`src/glc_pkg.sv`:
```
package glc_pkg;
  localparam logic [4:0] GLC_OFS_CTRL = 5'h09;
  localparam logic [4:0] GLC_OFS_STAT = 5'h0A;
  localparam int GLC_TEST_HI = 15;
  localparam int GLC_TEST_LO = 13;
  localparam int GLC_MAN_EN = 12;
  localparam int GLC_MAN_VAL = 11;
  localparam int GLC_PORT_TYPE = 10;
  localparam int GLC_ADV_FD = 9;
  localparam int GLC_ADV_HD = 8;
  localparam int GLC_DIAG_AUTO = 7;
  localparam logic [15:0] GLC_CTRL_WMASK = 16'hFF80;
  localparam logic [15:0] GLC_CTRL_RST = 16'h0300;
  localparam logic [7:0] GLC_CNT_MAX = 8'hFF;

  typedef enum logic [2:0]
  {
    GLC_ROLE_AUTO = 3'h1,
    GLC_ROLE_MASTER = 3'h2,
    GLC_ROLE_SLAVE = 3'h4
  } glc_role_type;

  typedef struct packed {
    logic [2:0] test_mode;
    glc_role_type role;
    logic multi_port;
    logic adv_full;
    logic adv_half;
    logic cable_diag_on_link_loss;
  } glc_ctrl_type;

  typedef struct packed {
    logic ms_fault;
    logic resolved_master;
    logic local_rx_ok;
    logic remote_rx_ok;
    logic lp_full;
    logic lp_half;
    logic idle_err;
    logic gig_speed;
    logic link_down;
  } glc_phy_type;
endpackage

```
`src/glc_regs.sv`:
```
`timescale 1ns/1ps
module glc_regs #(
  parameter int ADDR_W = 5
)
(
  input wire logic clk_sys,
  input wire logic rst,
  input wire logic [ADDR_W-1:0] reg_addr,
  input wire logic reg_wr,
  input wire logic reg_rd,
  input wire logic [15:0] reg_wdata,
  output logic [15:0] reg_rdata,
  input wire glc_pkg::glc_phy_type phy_in,
  output glc_pkg::glc_ctrl_type ctrl_out,
  output logic diag_start
);
  import glc_pkg::*;

  logic [15:0] ctrl_r;
  logic fault_r;
  logic [7:0] cnt_r;
  logic [15:0] rdata_nxt;
  logic [15:0] status_view;
  logic link_down_r;
  logic diag_r;
  logic hit_ctrl;
  logic hit_stat;
  logic stat_rd;

  initial
  begin
    if (ADDR_W < 5)
      $error("glc_regs: ADDR_W must be at least 5");
  end

  function automatic logic hit(input logic [ADDR_W-1:0] a, input logic [4:0] ofs);
    hit = (a == ADDR_W'(ofs));
  endfunction

  // Idle errors only count while the link runs at gigabit speed
  function automatic logic idle_hit(input glc_phy_type p);
    idle_hit = p.idle_err && p.gig_speed;
  endfunction

  assign hit_ctrl = hit(reg_addr, GLC_OFS_CTRL);
  assign hit_stat = hit(reg_addr, GLC_OFS_STAT);
  assign stat_rd = reg_rd && hit_stat;

  always_ff @(posedge clk_sys)
  begin
    if (rst)
      ctrl_r <= GLC_CTRL_RST;
    else if (reg_wr && hit_ctrl)
      ctrl_r <= reg_wdata & GLC_CTRL_WMASK;
  end

  assign ctrl_out.test_mode = ctrl_r[GLC_TEST_HI:GLC_TEST_LO];
  // role resolution; conflicts are left to the negotiation engine
  assign ctrl_out.role = !ctrl_r[GLC_MAN_EN] ? GLC_ROLE_AUTO :
                         ctrl_r[GLC_MAN_VAL] ? GLC_ROLE_MASTER : GLC_ROLE_SLAVE;
  assign ctrl_out.multi_port = ctrl_r[GLC_PORT_TYPE];
  assign ctrl_out.adv_full = ctrl_r[GLC_ADV_FD];
  assign ctrl_out.adv_half = ctrl_r[GLC_ADV_HD];
  assign ctrl_out.cable_diag_on_link_loss = ctrl_r[GLC_DIAG_AUTO];

  // diagnostic launch on link-down edge
  // Edge history resets low, but auto launch resets off, so a link already down at release launches nothing
  always_ff @(posedge clk_sys)
  begin
    if (rst)
    begin
      link_down_r <= 1'b0;
      diag_r <= 1'b0;
    end
    else
    begin
      link_down_r <= phy_in.link_down;
      diag_r <= phy_in.link_down && !link_down_r && ctrl_r[GLC_DIAG_AUTO];
    end
  end
  assign diag_start = diag_r;

  // latch high, clear on read; a new fault wins over the read
  always_ff @(posedge clk_sys)
  begin
    if (rst)
      fault_r <= 1'b0;
    else if (phy_in.ms_fault)
      fault_r <= 1'b1;
    else if (stat_rd)
      fault_r <= 1'b0;
  end

  // idle error counter; an error coinciding with a read leaves one
  always_ff @(posedge clk_sys)
  begin
    if (rst)
      cnt_r <= 8'h00;
    else if (stat_rd)
      cnt_r <= idle_hit(phy_in) ? 8'h01 : 8'h00;
    else if (idle_hit(phy_in) && cnt_r != GLC_CNT_MAX)
      cnt_r <= cnt_r + 8'h01;
  end

  assign status_view = {fault_r, phy_in.resolved_master, phy_in.local_rx_ok,
                        phy_in.remote_rx_ok, phy_in.lp_full, phy_in.lp_half, 2'b00, cnt_r};

  always_comb
  begin
    rdata_nxt = 16'h0000;
    if (hit_ctrl)
      rdata_nxt = ctrl_r;
    else if (hit_stat)
      rdata_nxt = status_view;
  end

  always_ff @(posedge clk_sys)
  begin
    if (rst)
      reg_rdata <= 16'h0000;
    else if (reg_rd)
      reg_rdata <= rdata_nxt;
  end
endmodule

```
`config.mk`:
```
export PLATFORM = sky130hd
export DESIGN_NAME = glc_regs
export DESIGN_NICKNAME = d
export VERILOG_FILES = /design/src/glc_pkg.sv /design/src/glc_regs.sv
export SDC_FILE = /design/constraint.sdc
export NUM_CORES = 1
export LEC_CHECK = 0
export BUFFER_PORTS_ARGS = -buffer_cell sky130_fd_sc_hd__buf_2
export CAP_MARGIN = 20
export CORE_MARGIN = 3
export CORE_UTILIZATION = 47
export DETAILED_ROUTE_END_ITERATION = 7
export HOLD_SLACK_MARGIN = 0.08
export PLACE_DENSITY = 0.78
export SETUP_SLACK_MARGIN = 0.15
export SLEW_MARGIN = 30
export SYNTH_ARGS = -nofsm -noshare
export SYNTH_HDL_FRONTEND = slang
export SYNTH_SLANG_ARGS = --single-unit
```
`constraint.sdc`:
```
create_clock -name clk_sys -period 1.78 [get_ports clk_sys]
set_input_delay 0.267 -clock clk_sys [delete_from_list [all_inputs] [get_ports clk_sys]]
set_output_delay 0.267 -clock clk_sys [all_outputs]
set_load 0.05 [all_outputs]
```
Word level (Yosys, flattened, before mapping)
Index checks and enable logic that the tools add are counted.
{"block": "word_totals", "reg_bits": 36, "input_bits": 34, "output_inout_bits": 27}
{"block": "op_classes", "add_sub_neg": 1, "n_eq_ne": 3, "mux": 9, "reduce_logical": 9}
{"operator": "$mux 16", "count": 2}
{"operator": "$mux 8", "count": 2}
{"operator": "$eq 5x4->1 const B", "count": 2}
{"operator": "$add 8x1->8 const B", "count": 1}
{"operator": "$ne 8x8->1 const B", "count": 1}
{"operator": "$logic_and 1x1->1", "count": 6}
{"operator": "$mux 3", "count": 2}
{"operator": "$reduce_bool 2->1", "count": 2}
{"operator": "$mux 1", "count": 3}
{"operator": "$logic_not 1->1", "count": 1}

Longest topological paths before layout
{"block": "depth", "ltp_word": 4, "ltp_mapped": 5, "mapped_depth_nobuf": 5}

Least setup slack after synthesis
No wires, ideal clock.
{"block": "synth_timing", "path_type": "register to output", "from": "reg ctrl_r[12]", "to": "out ctrl_out[6] in the netlist's numbering", "arrival_time_ns": 1.274, "slack_ns": 0.239, "stages_incl_launch_ff": 3, "path_buffers": 0, "path_cell_list": "dfxtp_1 -> inv_1 -> nor2_1"}
{"item": "from (decl)", "line_no": "glc_regs.sv:19", "text": "logic [15:0] ctrl_r;"}
{"item": "from (signal assigned)", "line_no": "glc_regs.sv:54", "text": "ctrl_r <= reg_wdata & GLC_CTRL_WMASK;"}
{"item": "to (decl)", "line_no": "glc_regs.sv:14", "text": "output glc_pkg::glc_ctrl_type ctrl_out,"}

Worst setup path after layout
{"block": "layout_timing", "from": "reg cnt_r[0]", "to": "reg cnt_r[7]"}
{"block": "layout_via", "elab_chain_len": 3, "word_cells_on_any_way": 6}
{"item": "from (decl)", "line_no": "glc_regs.sv:21", "text": "logic [7:0] cnt_r;"}
{"item": "from (signal assigned)", "line_no": "glc_regs.sv:100", "text": "cnt_r <= idle_hit(phy_in) ? 8'h01 : 8'h00;"}
{"item": "from (signal assigned)", "line_no": "glc_regs.sv:102", "text": "cnt_r <= cnt_r + 8'h01;"}
{"item": "$add 8x1->8 / $ne 8x8->1 (equally long branches)", "line_no": "glc_regs.sv:102, glc_regs.sv:101"}
{"item": "$mux 8 / $logic_and 1x1->1 (equally long branches)", "line_no": "glc_regs.sv:101", "text": "else if (idle_hit(phy_in) && cnt_r != GLC_CNT_MAX)"}
{"item": "$mux 8 / $reduce_bool 2->1 (equally long branches)"}
Several ways; a longest one is shown, not always the timed one. The select of a mux whose other input is x is not followed.
A chain may end at the register's enable or synchronous reset.

==> impl_metrics.tcl <==
set metrics [dict create \
    cp-start-kind "flip-flop" \
    routed_wirelength_microns 3530 \
    post-route-cell-area_sq_mm 0.00186 \
    simple_gate_fraction_of_synth_area 0.222 \
    post-route-min-period_ns 1.47 \
    relSlewSlack 0.647 \
    cts_setup_buffers 0 \
    diodes 0 \
    post-place-cells 239 \
    grt_max_degree 21 \
    timing.setup.tns_ns 0 \
    place.gp.congestion 0.770 \
    cts_root_buf "sky130_fd_sc_hd__clkbuf_4" \
    maxSlewViolCount 0 \
    sequentialPowerShare 0.601 \
    finalHoldViolations 0 \
    drtPass1Iterations 4 \
    synth-adder-area-share 0.00814 \
    crit_fanout 6 \
    htreeDepth 2 \
    synth_area_sq_mm 0.00154 \
    track_usage 0.189 \
    core_area_sq_mm 0.00308 \
    largest_family_of_logic_cells_by_synthesized_area "simple AND/OR/NAND/NOR gates" \
    p_leak_uw 0.000785 \
    compound_cell_area_share_of_the_yosys_netlist 0.155 \
    design.die.area_sq_mm 0.00399 \
    unrepaired_setup_endpoints_after_global_routing "false" \
    clock_path_buffers 2 \
    first_global_vias 1375 \
    reg2reg_slack_ns 0.31 \
    yosysSeqAreaShare 0.469 \
    drt_drc_violations_left 0 \
    number_of_distinct_library_cells_after_synthesis 37 \
    number_of_cell_rows 20 \
    setup.worst_path.end_class "flip-flop" \
    endpoint_worst_hold "ctrl_r[9]" \
    ys_async_sr_fraction 0 \
    fin_util 0.603 \
    wire_per_inst_microns 14.3 \
    area.growth.synth_to_final_pct 20.7 \
    swShare 0.230 \
    critical_path_arrival_ns 1.70 \
    final.setup_skew_ns 0.0112 \
    worst_pin_slew_ns 0.528 \
    rr_endpoint "cnt_r[7]" \
    cts_buffers 5 \
    yosys_most_used_dff "sky130_fd_sc_hd__dfxtp_1" \
    post_synthesis_share_of_cell_area_spent_on_xor_and_xnor_gates 0.0285 \
    max_cap_viol_count 0 \
    final.fill_count 266 \
    antenna_found_initial 0 \
    worst_hold_startpoint "reg_wdata[9]" \
    cts.reportedPaths.clkPinSlew_ns 0.10 \
    min_path_cells 2 \
    tritoncts_num_sinks 36 \
    ir_drop_mv 0.613 \
    die_x_extent_microns 63.2 \
    power_density_mw_per_mm2 735 \
    globalRoute.totalOverflow 0 \
    yosysWarnings 0 \
    ctsHoldBuffers 0 \
    most-common-layout-cells "53 x sky130_fd_sc_hd__buf_2, 36 x sky130_fd_sc_hd__dfxtp_1, 31 x sky130_fd_sc_hd__nor2_1" \
    drtAntennaViolNets 0 \
    port_buffers 53 \
    grt.busiest_layer "met2" \
    syn-num-nets 186 \
    drt_iter0_markers 64 \
    dp_hpwl_microns 2650 \
    ff2ff_path_depth 5 \
    power.net_switching_uw 314 \
    ys_ff_latch 36 \
    place_area_sq_mm 0.00180 \
    final_net_count 237 \
    num_io_pins 61 \
    tritoncts "built" \
    synth_edf_count 0 \
    muxShareOfSynthArea 0.0521 \
    internal_power_uw 1050 \
    grt_first_pass_wirelength_microns 5990 \
    part_of_the_power_in_the_clock_network 0.326 \
    floorplan.initialDensity 0.500 \
    final_cells 247 \
    crit_required_ns 2.01 \
    syn_inst 151 \
    use_met2 0.353 \
    timing.final.setup_violations 0 \
    syn_area_per_cell_sq_um 10.2 \
    timing.setup.critical_path_class "flip-flop to flip-flop" \
    hold_class "input pin to flip-flop" \
    via_per_inst 5.36 \
    grt_util_met3 0.0660 \
    global_route.usage.met1 0.189 \
    worstSkewPairLatency_ns 0.33 \
    die_y_microns 63.2 \
    pwr-share-comb 0.074 \
    most_common_library_cell_in_the_layout_ignoring_fill_and_taps "sky130_fd_sc_hd__buf_2" \
    dr_total_vias 1323 \
    maxClockFrequency_mhz 682 \
    drive_above_1_share 0.345 \
    layout_worst_path_cycle_share 0.823 \
    rr_startpoint "cnt_r[0]" \
    fin_hold_ws_ns 0.126 \
    outcome "complete, no violations" \
]
## state kept, by name (all words and copies together) (netlist names)
signal       count
link_down_r      1
diag_start       1
cnt_r            8
ctrl_r           9
reg_rdata       16
fault_r          1
## worst max-delay path, stage by stage (launching register included)
cell and delay, ns:
sky130_fd_sc_hd__dfxtp_1 0.38, sky130_fd_sc_hd__ha_1 0.25, sky130_fd_sc_hd__and2_1 0.20, sky130_fd_sc_hd__a2111oi_4 0.31, sky130_fd_sc_hd__xnor2_1 0.16, sky130_fd_sc_hd__nor2_1 0.06
## Yosys cell counts, types with 2 or more instances
cell type,count,area share
sky130_fd_sc_hd__mux2i_1,8,0.052
sky130_fd_sc_hd__and2_1,2,0.0081
sky130_fd_sc_hd__a211o_1,2,0.011
sky130_fd_sc_hd__and3_1,2,0.0081
sky130_fd_sc_hd__nand4_1,3,0.012
sky130_fd_sc_hd__a222oi_1,7,0.046
sky130_fd_sc_hd__dfxtp_1,36,0.47
sky130_fd_sc_hd__buf_6,2,0.015
sky130_fd_sc_hd__a21oi_1,3,0.0098
sky130_fd_sc_hd__nand3_1,4,0.013
sky130_fd_sc_hd__buf_4,7,0.034
sky130_fd_sc_hd__inv_1,3,0.0073
sky130_fd_sc_hd__o211ai_1,2,0.0098
sky130_fd_sc_hd__nor2_1,31,0.076
sky130_fd_sc_hd__a211oi_1,2,0.0098
sky130_fd_sc_hd__a22oi_1,9,0.044
sky130_fd_sc_hd__nor2b_1,2,0.0081
sky130_fd_sc_hd__xor2_1,3,0.017
sky130_fd_sc_hd__clkbuf_1,4,0.0098
sky130_fd_sc_hd__xnor2_1,2,0.011
## power groups by stage
stage | Combinational (uW) | Sequential, uW | Clock, uW
floorplan | 50.6 | 840 | 0
global placement | 96.0 | 837 | 0
detailed placement | 101 | 838 | 0
CTS | 101 | 819 | 461
global route | 110 | 821 | 496
finish | 100 | 820 | 445
## area by class of cell
type                            count  area [sq um]  share of cell area
Clock buffer                        8          58.8              0.0317
Inverter                            3          11.3             0.00606
Multi-Input combinational cell     99           716               0.385
Sequential cell                    36           721               0.388
Tap cell                           44          55.1              0.0296
Timing Repair Buffer               57           295               0.159
## logic make-up (layout without fill, tap and decap cells)
kind of cell / Yosys count / after routing
DFF: 36 / 36
buffers and inverters: 16 / 68
AOI/OAI and AO/OA: 28 / 28
muxes: 8 / 8
and+or+nand+nor: 57 / 57
adders and majority gates: 1 / 1
xor gates and xnor gates: 5 / 5
## routing by layer
layer / up-vias / wire length (microns)
met3: 6 / 224
met5: - / 0
met4: 0 / 52
met2: 43 / 1870
li1: 643 / -
met1: 631 / 1390
## through the flow
stage          power (uW)  setup WS [ns]
2_1_floorplan         891          0.239
3_3_place_gp          933          0.317
3_5_place_dp          939          0.266
4_1_cts              1380          0.278
5_1_grt              1430          0.235
6_report             1360          0.314
## worst max path at each step
stage                startpoint           to  slack, ns  cells after the start
floorplan            ctrl_r[12]  ctrl_out[6]       0.24                      2
global placement    reg_addr[1]    ctrl_r[8]       0.32                      6
detailed placement  reg_addr[1]    ctrl_r[8]       0.27                      6
CTS                    cnt_r[0]     cnt_r[1]       0.28                      5
global route           cnt_r[0]     cnt_r[7]       0.23                      5
finish                 cnt_r[0]     cnt_r[7]       0.31                      5
## timing repair
action | in CTS | in global routing
setup endpoints to repair | 0 | 2
gates resized for setup | 0 | 1
endpoints found under the hold margin | 0 | 0
Power figures use the tool's default switching activity.
